[src/hdl/supply_pkg.sv]
// Constants and types for the supply select and reset supervisor.
// Assumes a single 40 MHz core clock and comparator levels on mclk.
package supply_pkg;
   // Core clock period
   localparam int MCLK_PERIOD_NS = 25;
   // Supply must hold good this long before its domain is released
   localparam int POR_QUAL_NS = 2000;
   localparam int POR_QUAL_CYC =
      (POR_QUAL_NS + MCLK_PERIOD_NS - 1) / MCLK_PERIOD_NS;
   // Length of the core hard reset pulse on loss of the main input
   localparam int HARD_RESET_NS = 5000;
   localparam int HARD_RESET_CYC =
      (HARD_RESET_NS + MCLK_PERIOD_NS - 1) / MCLK_PERIOD_NS;
   localparam int CNT_W = 8;
   localparam logic [CNT_W-1:0] POR_QUAL_MAX = CNT_W'(POR_QUAL_CYC - 1);
   localparam logic [CNT_W-1:0] HARD_RESET_MAX = CNT_W'(HARD_RESET_CYC - 1);
   localparam logic [CNT_W-1:0] CNT_ZERO = 8'h00;
   // Supply indices into the qualifier vector
   localparam int SUP_MAIN = 0;
   localparam int SUP_BUS = 1;
   localparam int NUM_SUP = 2;
   // Switch enable conditions
   typedef enum logic [1:0] {
      SW_NEVER = 2'h0,
      SW_MAIN_GOOD = 2'h1,
      SW_ON_MAIN = 2'h2,
      SW_OUT_OF_RESET = 2'h3
   } sw_cond_t;
   // Power source states, Gray along off, bus, main, hard reset
   typedef enum logic [1:0] {
      ST_OFF = 2'h0,
      ST_BUS = 2'h1,
      ST_MAIN = 2'h3,
      ST_HARD_RESET = 2'h2
   } src_state_t;
   localparam logic [1:0] UV_THR_RESET = 2'h0;
endpackage

[src/hdl/supply_select_reset_supervisor.sv]
// Supply source selection, power-on qualification, output switch control
// and system reset indicator. Comparator and pin inputs are assumed
// synchronous to mclk; analog thresholds live outside this block.
`timescale 1ns/1ps
module supply_select_reset_supervisor (
   input wire logic mclk,
   input wire logic rst,
   input wire logic main_supply_good,
   input wire logic bus_supply_good,
   input wire logic aux_output_uv,
   input wire logic manual_reset_input,
   input wire logic mr_active_low_cfg,
   input wire supply_pkg::sw_cond_t switch_cond_cfg,
   input wire logic [1:0] uv_threshold_cfg,
   output logic power_from_main,
   output logic power_from_bus,
   output logic dead_battery,
   output logic core_hard_reset,
   output logic main_domain_en,
   output logic bus_domain_en,
   output logic switched_aux_output_en,
   output logic [1:0] uv_threshold_sel,
   output logic system_reset_indicator_n
);
   import supply_pkg::*;

   logic [NUM_SUP-1:0] sup_good;
   logic [NUM_SUP-1:0] qual_reg;
   logic [NUM_SUP-1:0] qual_next;
   src_state_t state_reg;
   src_state_t state_next;
   logic [CNT_W-1:0] hr_cnt_reg;
   logic [CNT_W-1:0] hr_cnt_next;
   logic main_reg, main_next;
   logic bus_reg, bus_next;
   logic dead_reg, dead_next;
   logic hard_reg, hard_next;
   logic sw_en_reg, sw_en_next;
   logic [1:0] thr_reg, thr_next;
   logic rst_n_reg, rst_n_next;
   logic mr_asserted;

   assign sup_good = {bus_supply_good, main_supply_good};

   // One power-on qualifier per supply; drop is immediate, rise waits
   genvar gi;
   generate
      for (gi = 0; gi < NUM_SUP; gi++) begin : g_por
         logic [CNT_W-1:0] cnt_reg;
         logic [CNT_W-1:0] cnt_next;
         always_comb begin
            cnt_next = cnt_reg;
            qual_next[gi] = 1'b0;
            if (!sup_good[gi]) begin
               cnt_next = CNT_ZERO;
            end else if (cnt_reg == POR_QUAL_MAX) begin
               qual_next[gi] = 1'b1;
            end else begin
               cnt_next = cnt_reg + 8'h01;
            end
         end
         always_ff @(posedge mclk or posedge rst) begin
            if (rst) begin
               cnt_reg <= CNT_ZERO;
               qual_reg[gi] <= 1'b0;
            end else begin
               cnt_reg <= cnt_next;
               qual_reg[gi] <= qual_next[gi];
            end
         end
      end
   endgenerate

   // Source selection; going bus to main is seamless, main to bus is not
   always_comb begin
      state_next = state_reg;
      hr_cnt_next = CNT_ZERO;
      unique case (state_reg)
         ST_OFF: begin
            if (qual_reg[SUP_MAIN]) begin
               state_next = ST_MAIN;
            end else if (qual_reg[SUP_BUS]) begin
               state_next = ST_BUS;
            end
         end
         ST_BUS: begin
            if (qual_reg[SUP_MAIN]) begin
               state_next = ST_MAIN;
            end else if (!qual_reg[SUP_BUS]) begin
               state_next = ST_OFF;
            end
         end
         ST_MAIN: begin
            if (!qual_reg[SUP_MAIN]) begin
               // Bus still up: the core cannot ride through, so reboot
               state_next = qual_reg[SUP_BUS] ? ST_HARD_RESET : ST_OFF;
            end
         end
         ST_HARD_RESET: begin
            hr_cnt_next = hr_cnt_reg + 8'h01;
            if (hr_cnt_reg == HARD_RESET_MAX) begin
               hr_cnt_next = CNT_ZERO;
               if (qual_reg[SUP_MAIN]) begin
                  state_next = ST_MAIN;
               end else if (qual_reg[SUP_BUS]) begin
                  state_next = ST_BUS;
               end else begin
                  state_next = ST_OFF;
               end
            end
         end
      endcase
   end

   always_ff @(posedge mclk or posedge rst) begin
      if (rst) begin
         state_reg <= ST_OFF;
         hr_cnt_reg <= CNT_ZERO;
      end else begin
         state_reg <= state_next;
         hr_cnt_reg <= hr_cnt_next;
      end
   end

   // Polarity is applied live from mr_active_low_cfg; this block gives it no reset value
   assign mr_asserted = manual_reset_input ^ mr_active_low_cfg;

   // Output flags, switch enable and reset indicator
   always_comb begin
      main_next = (state_next == ST_MAIN);
      bus_next = (state_next == ST_BUS);
      hard_next = (state_next == ST_HARD_RESET);
      dead_next = !qual_reg[SUP_MAIN];
      thr_next = uv_threshold_cfg;
      rst_n_next = !(aux_output_uv || mr_asserted);
      // The switch only joins the main input, so never without it
      sw_en_next = 1'b0;
      if (qual_reg[SUP_MAIN]) begin
         unique case (switch_cond_cfg)
            SW_NEVER: sw_en_next = 1'b0;
            SW_MAIN_GOOD: sw_en_next = 1'b1;
            SW_ON_MAIN: sw_en_next = (state_reg == ST_MAIN);
            SW_OUT_OF_RESET: sw_en_next = (state_reg == ST_MAIN) &&
               !mr_asserted;
         endcase
      end
   end

   always_ff @(posedge mclk or posedge rst) begin
      if (rst) begin
         main_reg <= 1'b0;
         bus_reg <= 1'b0;
         hard_reg <= 1'b0;
         dead_reg <= 1'b1;
         thr_reg <= UV_THR_RESET;
         rst_n_reg <= 1'b0;
         sw_en_reg <= 1'b0;
      end else begin
         main_reg <= main_next;
         bus_reg <= bus_next;
         hard_reg <= hard_next;
         dead_reg <= dead_next;
         thr_reg <= thr_next;
         rst_n_reg <= rst_n_next;
         sw_en_reg <= sw_en_next;
      end
   end

   assign power_from_main = main_reg;
   assign power_from_bus = bus_reg;
   assign dead_battery = dead_reg;
   assign core_hard_reset = hard_reg;
   assign main_domain_en = qual_reg[SUP_MAIN];
   assign bus_domain_en = qual_reg[SUP_BUS];
   assign switched_aux_output_en = sw_en_reg;
   assign uv_threshold_sel = thr_reg;
   assign system_reset_indicator_n = rst_n_reg;

   // Consecutive good main samples, saturating; feeds the qualifier checks
   logic [CNT_W-1:0] good_run_reg;
   logic [CNT_W-1:0] good_run_next;
   always_comb begin
      good_run_next = CNT_ZERO;
      if (main_supply_good) begin
         good_run_next = good_run_reg;
         if (good_run_reg != 8'hFF) begin
            good_run_next = good_run_reg + 8'h01;
         end
      end
   end

   always_ff @(posedge mclk or posedge rst) begin
      if (rst) begin
         good_run_reg <= CNT_ZERO;
      end else begin
         good_run_reg <= good_run_next;
      end
   end

   prefer_main_a: assert property (
      @(posedge mclk) disable iff (rst)
      qual_reg[SUP_MAIN] && bus_domain_en && state_reg == ST_OFF
      |=> power_from_main ##1 power_from_main || !main_domain_en)
      else $error("main input not preferred");

   bus_select_a: assert property (
      @(posedge mclk) disable iff (rst)
      !main_domain_en && bus_domain_en && state_reg == ST_OFF
      |=> power_from_bus && !power_from_main)
      else $error("bus supply not selected");

   seamless_switch_a: assert property (
      @(posedge mclk) disable iff (rst)
      state_reg == ST_BUS && main_domain_en
      |=> power_from_main && !core_hard_reset)
      else $error("switch to main caused reset");

   hard_reset_a: assert property (
      @(posedge mclk) disable iff (rst)
      state_reg == ST_MAIN && !main_domain_en && bus_domain_en
      |=> core_hard_reset [*8])
      else $error("no hard reset on main loss");

   dead_battery_a: assert property (
      @(posedge mclk) disable iff (rst)
      !main_supply_good |=> ##1 dead_battery)
      else $error("dead battery not flagged");

   por_hold_a: assert property (
      @(posedge mclk) disable iff (rst)
      $rose(main_domain_en) |-> good_run_reg > POR_QUAL_MAX)
      else $error("domain released before qualified");

   por_release_a: assert property (
      @(posedge mclk) disable iff (rst)
      main_supply_good && good_run_reg == POR_QUAL_MAX |=> main_domain_en)
      else $error("domain not released when qualified");

   threshold_a: assert property (
      @(posedge mclk) disable iff (rst)
      $changed(uv_threshold_cfg) |=> uv_threshold_sel ==
      $past(uv_threshold_cfg))
      else $error("threshold not applied");

   switch_gate_a: assert property (
      @(posedge mclk) disable iff (rst)
      switched_aux_output_en |-> $past(main_domain_en) &&
      $past(switch_cond_cfg) != SW_NEVER)
      else $error("switch enabled without condition");

   uv_reset_a: assert property (
      @(posedge mclk) disable iff (rst)
      aux_output_uv |=> !system_reset_indicator_n)
      else $error("undervoltage did not assert reset");

   manual_reset_a: assert property (
      @(posedge mclk) disable iff (rst)
      manual_reset_input != mr_active_low_cfg
      |=> !system_reset_indicator_n)
      else $error("manual reset not honoured");

   release_a: assert property (
      @(posedge mclk) disable iff (rst)
      !aux_output_uv && manual_reset_input == mr_active_low_cfg
      |=> system_reset_indicator_n)
      else $error("reset indicator not released");
endmodule // supply_select_reset_supervisor

[config.mk]
export PLATFORM = sky130hd
export DESIGN_NAME = supply_select_reset_supervisor
export DESIGN_NICKNAME = d
export VERILOG_FILES = /design/src/hdl/supply_pkg.sv /design/src/hdl/supply_select_reset_supervisor.sv
export SDC_FILE = /design/constraint.sdc
export NUM_CORES = 1
export LEC_CHECK = 0
export BUFFER_PORTS_ARGS = -buffer_cell sky130_fd_sc_hd__buf_2
export CAP_MARGIN = 20
export CORE_MARGIN = 4
export CORE_UTILIZATION = 45
export CTS_CLUSTER_DIAMETER = 50
export DETAILED_ROUTE_END_ITERATION = 16
export SETUP_SLACK_MARGIN = 0.4
export SLEW_MARGIN = 20
export SYNTH_ARGS = -nofsm -noshare
export SYNTH_HDL_FRONTEND = slang
export SYNTH_SLANG_ARGS = --single-unit
[constraint.sdc]
create_clock -name mclk -period 2.35 [get_ports mclk]
set_input_delay 0.235 -clock mclk [delete_from_list [all_inputs] [get_ports mclk]]
set_output_delay 0.235 -clock mclk [all_outputs]
set_load 0.005 [all_outputs]
==> key figures, run 1 <==
Run status
  – Run status: completed

STA
  – Accumulated negative setup slack: 0 ns
  – Slew @ Worst Pin: 0.5825 ns
  – RSZ-0062 raised after global routing: no
  – Pins over their slew limit: 0
  – Final worst-path cycle share: 0.7330
  – Final setup violation count: 0
  – Peak clock frequency supported by timing: 580.5 MHz
  – Clock skew after layout: 0.004892 ns
  – Max-slew headroom: 0.6107
  – Total count of hold-check failures in the final report: 0
  – Crit path time final: 1.723 ns

Final layout
  – Flip-flop count of the largest register, all copies and words added: 16
  – Proportion of layout cells with a drive suffix above 1: 0.1892
  – Count of fill cells added during filler insertion: 327
  – Area growth, synth to finish: 17.36%
  – Number of nets in the final layout: 198
  – Most frequent cells in the layout: sky130_fd_sc_hd__dfrtp_1, sky130_fd_sc_hd__a21oi_1, sky130_fd_sc_hd__buf_2
  – Register area: 902.1 um^2
  – Most frequent standard cell in the layout excluding fill and tap cells: sky130_fd_sc_hd__dfrtp_1
  – Final non-filler cell area: 0.001861 mm^2
  – Area of combinational cells with multiple inputs: 660.6 um^2
  – Diode insertion count for antenna repair: 0

Job
  – Number of max-cap violations: 0

Die
  – Floorplan row count: 21
  – Number of top-level design ports: 21
  – Total core area: about 0.0034 mm^2
  – Chip Height: 67.36 um
  – Die area: 0.004537 mm^2
  – Die boundary width: 67.36 um
  – Initial standard-cell utilization of the core: 0.4714

Place
  – Instance area at placement: 0.001754 mm^2
  – Detailed placer's ending HPWL: 2005 um
  – Count of buffers from port buffering: 20
  – Global placement routability congestion: 0.7531

CTS
  – Hold Buf Count CTS: 3
  – Total number of clock tree sinks: 36
  – Post-CTS Setup Inserts: 0
  – Root cell of the clock tree: sky130_fd_sc_hd__clkbuf_4
  – CTS tree: yes
  – Cts bufs inserted: 5
  – Clock insertion delay at the later pin of the skew report: between 0.3 and 0.4 ns
  – CTS H-tree depth: 2
  – Max Buffers Root-to-Sink: 2
  – Number of gates resized after CTS: 0
  – Clock-pin transition on the worst setup and hold timing paths: 0.11 ns

Logic synthesis
  – Mapped Cells: 153
  – Flip-flop and latch count after synthesis: 36
  – Count of different cell masters after synthesis: 31
  – Net count after synthesis: 167
  – Sequential share of the synthesized area: 0.5691
  – Avg Synthesized Cell Area: between 10 and 15 um^2
  – Number of warnings printed during yosys synthesis: 0
  – Post-synth design cell area: approximately 0.0016 mm^2

Routing
  – Via/cell ratio: 5.455
  – Number of vias after detailed routing: between 1000 and 1500
  – Detailed Routing Iterations Pass 1: 4
  – Initial DRC Count: 79
  – Total wirelength of the detailed-routed design: 2804 um
  – Post-route DRC violation count: 0
  – Average detailed-routed wire length per instance: 12.14 um
  – Count of antenna-violating nets left after detailed routing: 0

GRT
  – Largest net degree at the start of global routing: 29
  – Vias in the first global route: 1193
  – GR Overflow Total: 0
  – Global-route wire length before repair: roughly 5000 um
  – Number of antenna violations at the first check in global routing: 0
  – Total track usage: 0.1487

Critical path
  – CP max stage cell: sky130_fd_sc_hd__or4b_4
  – Cell count of the worst reg-to-reg path: 3
  – Startpoint of the lowest-slack register-to-register path: hr_cnt_reg[3]
  – Top cell family by delay on the critical path: simple AND/OR/NAND/NOR gates
  – CP Capture Type: flip-flop
  – Ordered cell list for the critical path: or4b_4 -> or3_1 -> a31o_1
  – Data required time of the critical path: 2.59 ns
  – Startpoint type of the worst setup path: flip-flop
  – Reg2Reg Setup Slack: 0.63 ns
  – Buffers plus inverters on the worst setup path: 0
  – Setup CP Type: reg2reg
  – Worst EP arrival: 1.96 ns
  – Reg2Reg Capture Point: state_reg[1]
  – Biggest cell delay along the critical path: 0.57 ns
  – Worst-path maximum fanout: 6

Worst hold path
  – Instance count along the most critical hold path: 2
  – Hold path endpoint: system_reset_indicator_n
  – Path category of the worst min-delay check: in2reg
  – Min-Delay Startpoint: aux_output_uv

Pwr
  – Cell area power density: 607.0 mW/mm^2
  – Peak supply drop: 0.0003129 V
  – Leak Pwr: roughly 0.84 nW
layout make-up:
cell class	instances	share of cell area
multi-input combinational	111	0.3551
clock buffer	6	0.02219
clock inverter	2	0.01883
inverter	5	0.01009
timing repair buffer	25	0.07801
tap	46	0.03093
sequential	36	0.4849
metrics by stage:
step	utilization	std cells	hold WS, ns	total power [mW]	setup slack, ns
CTS	0.5532	231	0.01797	1.154	0.6121
floorplan	-	153	0.2664	0.6920	0.7083
global route	0.5532	231	0.01220	1.193	0.5858
global placement	0.5216	220	0.1902	0.7130	0.6866
detailed placement	0.5216	220	0.2004	0.7168	0.6324
finish	0.5532	231	0.03667	1.129	0.6274
synth_stat cells:
master | n | area (um^2)
sky130_fd_sc_hd__nor4b_2 | 1 | 15.01
sky130_fd_sc_hd__nor4b_1 | 1 | 8.760
sky130_fd_sc_hd__nand2b_1 | 2 | 12.51
sky130_fd_sc_hd__o21bai_1 | 1 | 7.510
sky130_fd_sc_hd__a31o_1 | 1 | 8.760
sky130_fd_sc_hd__or4_1 | 1 | 7.510
sky130_fd_sc_hd__nor3_1 | 1 | 5.000
sky130_fd_sc_hd__a21bo_2 | 2 | 20.02
sky130_fd_sc_hd__clkbuf_1 | 1 | 3.750
sky130_fd_sc_hd__o21a_1 | 2 | 15.01
sky130_fd_sc_hd__a211oi_1 | 1 | 7.510
sky130_fd_sc_hd__or3_1 | 11 | 68.82
sky130_fd_sc_hd__xor2_1 | 3 | 26.28
sky130_fd_sc_hd__dfrtp_1 | 35 | 875.8
sky130_fd_sc_hd__and3_1 | 4 | 25.02
sky130_fd_sc_hd__inv_1 | 5 | 18.77
sky130_fd_sc_hd__ha_1 | 3 | 37.54
sky130_fd_sc_hd__o21ai_0 | 10 | 50.05
sky130_fd_sc_hd__o21ba_2 | 1 | 10.01
sky130_fd_sc_hd__dfstp_2 | 1 | 26.28
sky130_fd_sc_hd__a21oi_1 | 22 | 110.1
sky130_fd_sc_hd__a21o_1 | 2 | 15.01
sky130_fd_sc_hd__a31oi_1 | 4 | 25.02
sky130_fd_sc_hd__nand2_1 | 12 | 45.04
sky130_fd_sc_hd__or4b_4 | 1 | 13.76
sky130_fd_sc_hd__xnor2_1 | 1 | 8.760
sky130_fd_sc_hd__nand4_1 | 2 | 12.51
sky130_fd_sc_hd__nand3_1 | 13 | 65.06
sky130_fd_sc_hd__nor2b_1 | 1 | 6.260
sky130_fd_sc_hd__o31ai_1 | 1 | 7.510
sky130_fd_sc_hd__nor2_1 | 7 | 26.28
layer usage:
| layer | up-vias | share of wire | track usage |
|---|---|---|---|
| li1 | 620 | - | - |
| met1 | 614 | 0.44 | 0.1722 |
| met2 | 20 | 0.50 | 0.2442 |
| met3 | 6 | 0.045 | 0.05990 |
| met4 | 0 | 0.017 | 0.06076 |
| met5 | - | 0 | 0 |
how the worst max path moves through the flow:
stage | start | to | cells after the start
after floorplan | hr_cnt_reg[3] | state_reg[1] | 3
after CTS | hr_cnt_reg[3] | state_reg[1] | 3
after detailed placement | hr_cnt_reg[3] | state_reg[1] | 3
after global placement | hr_cnt_reg[3] | state_reg[1] | 3
final | hr_cnt_reg[3] | state_reg[1] | 3
after global routing | hr_cnt_reg[3] | state_reg[1] | 3
kinds of logic after synthesis:
family | share of synthesized area
adders and majority gates | 0.02368
and+or+nand+nor | 0.1965
DFF | 0.5691
xor gates and xnor gates | 0.02210
buffers and inverters | 0.01421
AOI/OAI and AO/OA | 0.1744
report_power, final:
part	total [mW]	leakage (nW)	switching, mW	internal (mW)
clock	0.422	0.0422	0.199	0.223
combinational	0.0617	0.310	0.0322	0.0295
sequential	0.645	0.487	0.0126	0.632
worst register-to-register path, cell delays in order (launching register included):
cell                      delay, ns
sky130_fd_sc_hd__dfrtp_1       0.46
sky130_fd_sc_hd__or4b_4        0.57
sky130_fd_sc_hd__or3_1         0.38
sky130_fd_sc_hd__a31o_1        0.21
(Power assumes the default switching activity.)
==> inputs of run 2 (changes only) <==
Settings changed: ABC_AREA set to 1, PLACE_DENSITY set to 0.67.
Clock period 2.35 ns to 1.4 ns, I/O delays scaled along.
==> run 2 against run 1 <==
  * Utilization rose by 14 points
  * Flip-flop and latch count did not move
  * Combinational power rose to 3.2 times the previous value
  * Sequential power rose by 67%
  * Sequential share of layout area fell by 11 points
  * Synthesized cell count rose by 24%
  * Routed wire length rose by 42%
==> key figures, run 2 <==
Logic synthesis
  – Number of enable-type register cells in the synthesized netlist: 0 (unchanged)
  – Number of warnings printed during yosys synthesis: 0 (unchanged)
  – Flip-flop and latch count after synthesis: 36 (unchanged)
  – Net count after synthesis: 203 (was 167)
  – Proportion of synthesized flip-flops having asynchronous set or reset: 1.000 (unchanged)
  – Most instantiated library cell after synthesis: sky130_fd_sc_hd__dfrtp_1 (unchanged)
  – Sequential share of the synthesized area: 0.5381 (was 0.5691)
  – Area fraction of the dominant cell type after synthesis: 0.5224 (was 0.5525)
  – Post-synth design cell area: 0.001677 mm^2 (was 0.001585 mm^2)
  – Primary flip-flop cell chosen by synthesis mapping: sky130_fd_sc_hd__dfrtp_1 (unchanged)
  – Mapped Cells: 189 (was 153)
  – Top post-synthesis cells by area: sky130_fd_sc_hd__dfrtp_1, sky130_fd_sc_hd__nand2_1, sky130_fd_sc_hd__inv_1 (was sky130_fd_sc_hd__dfrtp_1, sky130_fd_sc_hd__a21oi_1, sky130_fd_sc_hd__or3_1)
  – Avg Synthesized Cell Area: 8.871 um^2 (was 10.36 um^2)
  – Leading post-synthesis cells by instance count: sky130_fd_sc_hd__dfrtp_1, sky130_fd_sc_hd__nand2_1, sky130_fd_sc_hd__inv_1, sky130_fd_sc_hd__nor2_1, sky130_fd_sc_hd__a21oi_1 (was sky130_fd_sc_hd__dfrtp_1, sky130_fd_sc_hd__a21oi_1, sky130_fd_sc_hd__nand3_1, sky130_fd_sc_hd__nand2_1, sky130_fd_sc_hd__or3_1)
  – Count of different cell masters after synthesis: 27 (was 31)
  – Cell type with the largest total area after synthesis: sky130_fd_sc_hd__dfrtp_1 (unchanged)

Die
  – Die area: 0.004767 mm^2 (was 0.004537 mm^2)
  – Number of top-level design ports: 21 (unchanged)
  – Total core area: 0.003468 mm^2 (was 0.003363 mm^2)
  – Die boundary width: 69.04 um (was 67.36 um)
  – Initial standard-cell utilization of the core: 0.4834 (was 0.4714)
  – Chip Height: 69.04 um (was 67.36 um)
  – Floorplan row count: 21 (unchanged)

Critical path
  – Setup CP Type: reg2reg (unchanged)
  – Top cell family by delay on the critical path: simple AND/OR/NAND/NOR gates (unchanged)
  – Startpoint type of the worst setup path: flip-flop (unchanged)
  – Worst-path maximum fanout: 6 (unchanged)
  – Worst EP arrival: 1.41 ns (was 1.96 ns)
  – Most frequent cell on the critical path: sky130_fd_sc_hd__nand2_4
  – Ordered cell list for the critical path: ha_4 -> nand2_4 -> nor2_4 -> nand2_4 -> nand3_2 -> nand2_2 (was or4b_4 -> or3_1 -> a31o_1)
  – CP max stage cell: sky130_fd_sc_hd__dfrtp_1 (was sky130_fd_sc_hd__or4b_4)
  – Data required time of the critical path: 1.58 ns (was 2.59 ns)
  – Buffers plus inverters on the worst setup path: 0 (unchanged)
  – Biggest cell delay along the critical path: 0.42 ns (was 0.57 ns)
  – CP Capture Type: flip-flop (unchanged)

Final layout
  – Diode insertion count for antenna repair: 0 (unchanged)
  – Count of placed standard cells in the final layout, fillers left out: 287 (was 231)
  – Most frequent standard cell in the layout excluding fill and tap cells: sky130_fd_sc_hd__dfrtp_1 (unchanged)
  – Proportion of layout cells with a drive suffix above 1: 0.4689 (was 0.1892)
  – Area growth, synth to finish: 43.66% (was 17.36%)
  – Flip-flop count of the largest register, all copies and words added: 16 (unchanged)
  – Count of fill cells added during filler insertion: 265 (was 327)
  – Number of nets in the final layout: 254 (was 198)
  – Final non-filler cell area: 0.002409 mm^2 (was 0.001861 mm^2)
  – Most frequent cells in the layout: sky130_fd_sc_hd__dfrtp_1, sky130_fd_sc_hd__nand2_1, sky130_fd_sc_hd__buf_2 (was sky130_fd_sc_hd__dfrtp_1, sky130_fd_sc_hd__a21oi_1, sky130_fd_sc_hd__buf_2)

STA
  – Final worst-path cycle share: 0.8766 (was 0.7330)
  – RSZ-0062 raised after global routing: yes (was no)
  – Peak clock frequency supported by timing: 814.8 MHz (was 580.5 MHz)
  – Total count of hold-check failures in the final report: 0 (unchanged)
  – Max-slew headroom: 0.8171 (was 0.6107)
  – Clock skew after layout: 0.006385 ns (was 0.004892 ns)
  – Pins over their slew limit: 0 (unchanged)
  – Accumulated negative setup slack: 0 ns (unchanged)
  – Crit path time final: 1.227 ns (was 1.723 ns)
  – Slew @ Worst Pin: 0.2714 ns (was 0.5825 ns)
  – Final setup violation count: 0 (unchanged)
  – Final worst slack: 0.1727 ns (was 0.6274 ns)

GRT
  – Number of antenna violations at the first check in global routing: 0 (unchanged)
  – Largest net degree at the start of global routing: 20 (was 29)
  – Global-route wire length before repair: 6313 um (was 5023 um)
  – Total track usage: 0.1699 (was 0.1487)
  – GR Overflow Total: 0 (unchanged)
  – Vias in the first global route: 1408 (was 1193)

CTS
  – Cts bufs inserted: 5 (unchanged)
  – Clock-pin transition on the worst setup and hold timing paths: 0.07 ns (was 0.11 ns)
  – Root cell of the clock tree: sky130_fd_sc_hd__clkbuf_8 (was sky130_fd_sc_hd__clkbuf_4)
  – Clock insertion delay at the later pin of the skew report: 0.29 ns (was 0.33 ns)
  – Max Buffers Root-to-Sink: 2 (unchanged)
  – CTS H-tree depth: 2 (unchanged)
  – Total number of clock tree sinks: 36 (unchanged)
  – CTS tree: yes (unchanged)

Routing
  – Total wirelength of the detailed-routed design: 3977 um (was 2804 um)
  – Number of vias after detailed routing: 1450 (was 1260)
  – Detailed Routing Iterations Pass 1: 4 (unchanged)
  – Initial DRC Count: 59 (was 79)
  – Count of antenna-violating nets left after detailed routing: 0 (unchanged)
  – Post-route DRC violation count: 0 (unchanged)
  – Via/cell ratio: 5.052 (was 5.455)
  – Average detailed-routed wire length per instance: 13.86 um (was 12.14 um)

Pwr
  – Leak Pwr: 1.160 nW (was 0.8391 nW)
  – Cell area power density: 851.4 mW/mm^2 (was 607.0 mW/mm^2)
  – Peak supply drop: 0.0008577 V (was 0.0003129 V)
  – Power consumption: 2.051 mW (was 1.129 mW)

Place
  – Detailed placer's ending HPWL: 2344 um (was 2005 um)
  – Placed Cells incl. Taps: 255 (was 220)
  – Global placement routability congestion: 0.8854 (was 0.7531)
  – Dpl ws: 0.1646 ns (was 0.6324 ns)
  – Instance area at placement: 0.001883 mm^2 (was 0.001754 mm^2)
  – Count of buffers from port buffering: 20 (unchanged)

Job
  – Number of max-cap violations: 0 (unchanged)

Run status
  – Run status: completed (unchanged)

Worst hold path
  – Path category of the worst min-delay check: in2reg (unchanged)
run 2: cell count changes in the layout (fill, tap and decap cells not counted), sizes merged, moves of 4 or more:
cell,before,now
or3,11,0
buf,22,42
nor2,7,29
nand4,2,7
and3,4,0
nand2,12,40
inv,5,24
nand3,13,9
nor3,1,5
a21oi,22,11
run 2: path summary, 6_finish.rpt:
| path | start | endpoint | slack [ns] | depth (start not counted) |
|---|---|---|---|---|
| setup / recovery | g_por[0].cnt_reg[1] | g_por[0].cnt_reg[0] | 0.17 | 6 |
| hold / removal | switch_cond_cfg[1] | switched_aux_output_en | 0.03 | 2 |
| max in group asynchronous | rst | dead_battery | 0.60 | 4 |
| hold reg to reg | main_domain_en | dead_battery | 0.53 | 1 |
| min in group asynchronous | rst | g_por[1].cnt_reg[0] | 0.34 | 3 |
| setup reg to reg | g_por[0].cnt_reg[1] | g_por[0].cnt_reg[0] | 0.17 | 6 |
run 2: report_power, final:
group	leakage [nW]	switching, mW	internal [mW]
Clock	0.0445	0.368	0.400
Combinational	0.633	0.101	0.0970
Sequential	0.482	0.0222	1.06
run 2: metrics by stage:
step | utilization | hold WS [ns]
2_1_floorplan | - | 0.1714
3_3_place_gp | 0.5429 | 0.1324
3_5_place_dp | 0.5429 | 0.1403
4_1_cts | 0.6385 | 0.01467
5_1_grt | 0.6944 | 0.01672
6_report | 0.6944 | 0.02924
run 2: area by class of cell:
type / count / area, um^2 / area share
multi-input cells: 126 / 913.4 / 0.3792
flip-flops and latches: 36 / 905.9 / 0.3761
repair buffers: 46 / 337.8 / 0.1403
inverters: 25 / 100.1 / 0.04156
clock buffers: 7 / 86.33 / 0.03584
well taps: 46 / 57.56 / 0.02390
clock inverters: 1 / 7.507 / 0.003117
run 2: kinds of logic after synthesis:
kind of cell    after synthesis  share of synthesized area
flops                        36                     0.5381
compound gates               25                    0.08284
simple gates                 94                     0.2746
buf+inv                      27                    0.06119
xor+xnor                      4                    0.02089
fa+ha+maj                     3                    0.02239
run 2: timing repair:
| item | CTS | global route |
|---|---|---|
| endpoints found under the hold margin | 10 | 0 |
| gates resized for setup | 30 | 30 |
| pin swaps | 23 | 16 |
| endpoints found under the setup margin | 31 | 35 |
| setup buffers | 9 | 11 |
| hold buffers | 4 | 0 |
run 2: metal layers:
layer / track usage / wire length, um / up-vias
met5: 0 / 0 / -
met4: 0.1041 / 111 / 0
met3: 0.04506 / 166 / 13
met2: 0.2934 / 2148 / 40
met1: 0.1839 / 1550 / 684
li1: - / - / 713
run 2: worst register-to-register path: stages, from the launching register on:
cell	delay, ns
sky130_fd_sc_hd__dfrtp_1	0.42
sky130_fd_sc_hd__ha_4	0.18
sky130_fd_sc_hd__nand2_4	0.07
sky130_fd_sc_hd__nor2_4	0.19
sky130_fd_sc_hd__nand2_4	0.12
sky130_fd_sc_hd__nand3_2	0.08
sky130_fd_sc_hd__nand2_2	0.05
==> inputs of run 3 (changes only) <==
Settings changed: GPL_TIMING_DRIVEN set to 0.
Clock period 1.4 ns to 0.99 ns, I/O delays scaled along.
==> run 3 against run 2 <==
  * Critical path depth grew 1
  * Highest routed layer unchanged
  * The flow now finishes with violations (negative hold slack, negative setup slack)
  * Sequential power increased by 42%
  * Worst setup slack worse by 0.39 ns
  * Cell count stayed put
==> key figures, run 3 (synthesis results as in run 2) <==
Routing
  – Detailed Routing Iterations Pass 1: 4 (unchanged)
  – Average detailed-routed wire length per instance: 12.75 um (was 13.86 um)
  – Total wirelength of the detailed-routed design: 3660 um (was 3977 um)
  – Via/cell ratio: 5.063 (was 5.052)
  – Initial DRC Count: 50 (was 59)
  – Count of antenna-violating nets left after detailed routing: 0 (unchanged)
  – Number of vias after detailed routing: 1453 (was 1450)
  – Post-route DRC violation count: 0 (unchanged)

CTS
  – Cts bufs inserted: 5 (unchanged)
  – Clock insertion delay at the later pin of the skew report: 0.29 ns (about the same)
  – Max Buffers Root-to-Sink: 2 (unchanged)
  – CTS tree: yes (unchanged)
  – Hold Buf Count CTS: 2 (was 4)
  – CTS H-tree depth: 2 (unchanged)
  – Clock-pin transition on the worst setup and hold timing paths: 0.07 ns (about the same)
  – Root cell of the clock tree: sky130_fd_sc_hd__clkbuf_8 (unchanged)
  – Total number of clock tree sinks: 36 (unchanged)

Pwr
  – Flop pwr share: 0.503 (was 0.529)
  – Leak Pwr: 1.178 nW (was 1.160 nW)
  – Cell-internal power: 2.357 mW (was 1.559 mW)
  – Cell area power density: 1244 mW/mm^2 (was 851.4 mW/mm^2)
  – Combinational fraction of design power: 0.079 (was 0.097)
  – Switching power total: 0.6756 mW (was 0.4919 mW)
  – Peak supply drop: 0.0007754 V (was 0.0008577 V)
  – Switching fraction of total power: 0.2228 (was 0.2399)
  – Clock share of power: 0.417 (was 0.374)

Place
  – Count of buffers from port buffering: 19 (was 20)
  – Detailed placer's ending HPWL: 2210 um (was 2344 um)
  – Instance area at placement: 0.001881 mm^2 (was 0.001883 mm^2)
  – Dpl ws: -0.2737 ns (was 0.1646 ns)
  – Global placement routability congestion: 0.8414 (was 0.8854)

Die
  – Chip Height: 69.04 um (unchanged)
  – Floorplan row count: 21 (unchanged)
  – Number of top-level design ports: 21 (unchanged)
  – Initial standard-cell utilization of the core: 0.4834 (unchanged)
  – Total core area: 0.003468 mm^2 (unchanged)
  – Die area: 0.004767 mm^2 (unchanged)
  – Die boundary width: 69.04 um (unchanged)

GRT
  – Number of antenna violations at the first check in global routing: 0 (unchanged)
  – Vias in the first global route: 1489 (was 1408)
  – GR Overflow Total: 0 (unchanged)
  – Largest net degree at the start of global routing: 37 (was 20)
  – Global-route wire length before repair: 6313 um (unchanged)
  – Total track usage: 0.1624 (was 0.1699)

Worst hold path
  – Path category of the worst min-delay check: in2async (was in2reg)

STA
  – Clock skew after layout: 0.008940 ns (was 0.006385 ns)
  – Peak clock frequency supported by timing: 830.0 MHz (was 814.8 MHz)
  – Final worst slack: -0.2148 ns (was 0.1727 ns)
  – Worst hold slack across all endpoints: -0.07876 ns (was 0.02924 ns)
  – Total count of hold-check failures in the final report: 37 (was 0)
  – RSZ-0062 raised after global routing: yes (unchanged)
  – Slew @ Worst Pin: 0.7309 ns (was 0.2714 ns)
  – Pins over their slew limit: 0 (unchanged)
  – Final setup violation count: 30 (was 0)
  – Crit path time final: 1.205 ns (was 1.227 ns)
  – Final worst-path cycle share: 1.217 (was 0.8766)
  – Max-slew headroom: 0.5117 (was 0.8171)

Critical path
  – Cell count of the worst reg-to-reg path: 7 (was 6)
  – CP max stage cell: sky130_fd_sc_hd__dfrtp_1 (unchanged)
  – Biggest cell delay along the critical path: 0.41 ns (was 0.42 ns)
  – Startpoint type of the worst setup path: flip-flop (unchanged)
  – Startpoint of the lowest-slack register-to-register path: hr_cnt_reg[1] (was g_por[0].cnt_reg[1])
  – Worst-path maximum fanout: 5 (was 6)
  – Worst EP arrival: 1.42 ns (was 1.41 ns)
  – Setup CP Type: reg2reg (unchanged)
  – Data required time of the critical path: 1.20 ns (was 1.58 ns)
  – Ordered cell list for the critical path: ha_4 -> nand2_4 -> nor2_4 -> nand2_4 -> nand2_4 -> buf_12 -> nor2_1 (was ha_4 -> nand2_4 -> nor2_4 -> nand2_4 -> nand3_2 -> nand2_2)
  – Most frequent cell on the critical path: sky130_fd_sc_hd__nand2_4 (unchanged)
  – Reg2Reg Capture Point: hr_cnt_reg[0] (was g_por[0].cnt_reg[0])
  – CP Capture Type: flip-flop (unchanged)
  – Reg2Reg Setup Slack: -0.21 ns (was 0.17 ns)

Final layout
  – Final non-filler cell area: 0.002437 mm^2 (was 0.002409 mm^2)
  – Flip-flop count of the largest register, all copies and words added: 16 (unchanged)
  – Area growth, synth to finish: 45.37% (was 43.66%)
  – Most frequent cells in the layout: sky130_fd_sc_hd__dfrtp_1, sky130_fd_sc_hd__nand2_1, sky130_fd_sc_hd__buf_2 (unchanged)
  – Proportion of layout cells with a drive suffix above 1: 0.5145 (was 0.4689)
  – Final Util: 0.7027 (was 0.6944)
  – Diode insertion count for antenna repair: 0 (unchanged)
  – Count of fill cells added during filler insertion: 260 (was 265)
  – Most frequent standard cell in the layout excluding fill and tap cells: sky130_fd_sc_hd__dfrtp_1 (unchanged)
  – Number of nets in the final layout: 254 (unchanged)

Run status
  – Failing checks: negative hold slack, negative setup slack
  – Run status: finished with violations (was completed)

Job
  – Number of max-cap violations: 0 (unchanged)
==> run 3: cell types whose count changed in the layout (fill, tap and decap cells not counted), moves of 2 or more <==
cell	previous run	this run
sky130_fd_sc_hd__buf_4	18	15
sky130_fd_sc_hd__buf_6	2	7
sky130_fd_sc_hd__dlygate4sd3_1	4	2
sky130_fd_sc_hd__inv_1	19	16
sky130_fd_sc_hd__inv_2	4	8
sky130_fd_sc_hd__nand2_1	23	20
sky130_fd_sc_hd__nand2_2	10	13
sky130_fd_sc_hd__o21ai_1	2	0
sky130_fd_sc_hd__o21ai_2	1	3
==> run 3: stage by stage <==
step / std cells / TNS, ns / power, mW / hold slack, ns
2_1_floorplan: 189 / -1.511 / 1.647 / 0.05203
6_report: 287 / -4.614 / 3.033 / -0.07876
4_1_cts: 278 / -3.587 / 3.028 / -0.05752
3_5_place_dp: 254 / -4.272 / 1.702 / 0.2083
3_3_place_gp: 254 / -3.393 / 1.695 / 0.2092
5_1_grt: 287 / -6.381 / 3.163 / -0.05425
==> run 3: metal layers <==
metal  GRT usage  up-vias  routed length, um  share of wire
met2      0.2807       33               1821           0.50
met5           0        -                  0              0
met4     0.04989        0                 70          0.019
li1            -      716                  -              -
met1      0.1852      696               1557           0.43
met3     0.06105        8                211          0.058
==> run 3: cell type report <==
| class | count | area (um^2) | share of cell area |
|---|---|---|---|
| Timing Repair Buffer | 44 | 326.6 | 0.1340 |
| Sequential cell | 36 | 905.9 | 0.3717 |
| Tap cell | 46 | 57.56 | 0.02361 |
| Inverter | 25 | 97.59 | 0.04004 |
| Multi-Input combinational cell | 126 | 929.6 | 0.3814 |
| Clock inverter | 3 | 42.54 | 0.01745 |
| Buffer | 2 | 8.758 | 0.003593 |
| Clock buffer | 5 | 68.82 | 0.02823 |
==> run 3: power groups by stage <==
stage          Clock (mW)  Combinational, mW  Sequential, mW
6_report             1.27              0.240            1.53
5_1_grt              1.36              0.271            1.53
4_1_cts              1.29              0.211            1.53
3_5_place_dp            0              0.149            1.55
3_3_place_gp            0              0.143            1.55
2_1_floorplan           0             0.0964            1.55
==> run 3: timing repair <==
action	in CTS	in global routing
pin swaps	27	24
endpoints found under the setup margin	43	43
gates resized for setup	42	24
endpoints found under the hold margin	39	21
gates cloned	0	0
buffers inserted	14	9
==> run 3: how the worst max path moves through the flow <==
stage / from / endpoint / slack [ns]
floorplan: g_por[0].cnt_reg[0] / g_por[0].cnt_reg[1] / -0.12
global placement: g_por[0].cnt_reg[0] / g_por[0].cnt_reg[0] / -0.22
detailed placement: g_por[0].cnt_reg[0] / g_por[0].cnt_reg[0] / -0.27
CTS: g_por[1].cnt_reg[1] / g_por[1].cnt_reg[0] / -0.19
global route: hr_cnt_reg[1] / hr_cnt_reg[1] / -0.27
finish: hr_cnt_reg[1] / hr_cnt_reg[0] / -0.21
==> run 3: critical path, delay by kind of cell (launching register included) <==
| family | cells | cell delay, ns |
|---|---|---|
| adders and majority gates | 1 | 0.19 |
| buffers and inverters | 1 | 0.14 |
| DFF | 1 | 0.41 |
| and+or+nand+nor | 5 | 0.38 |
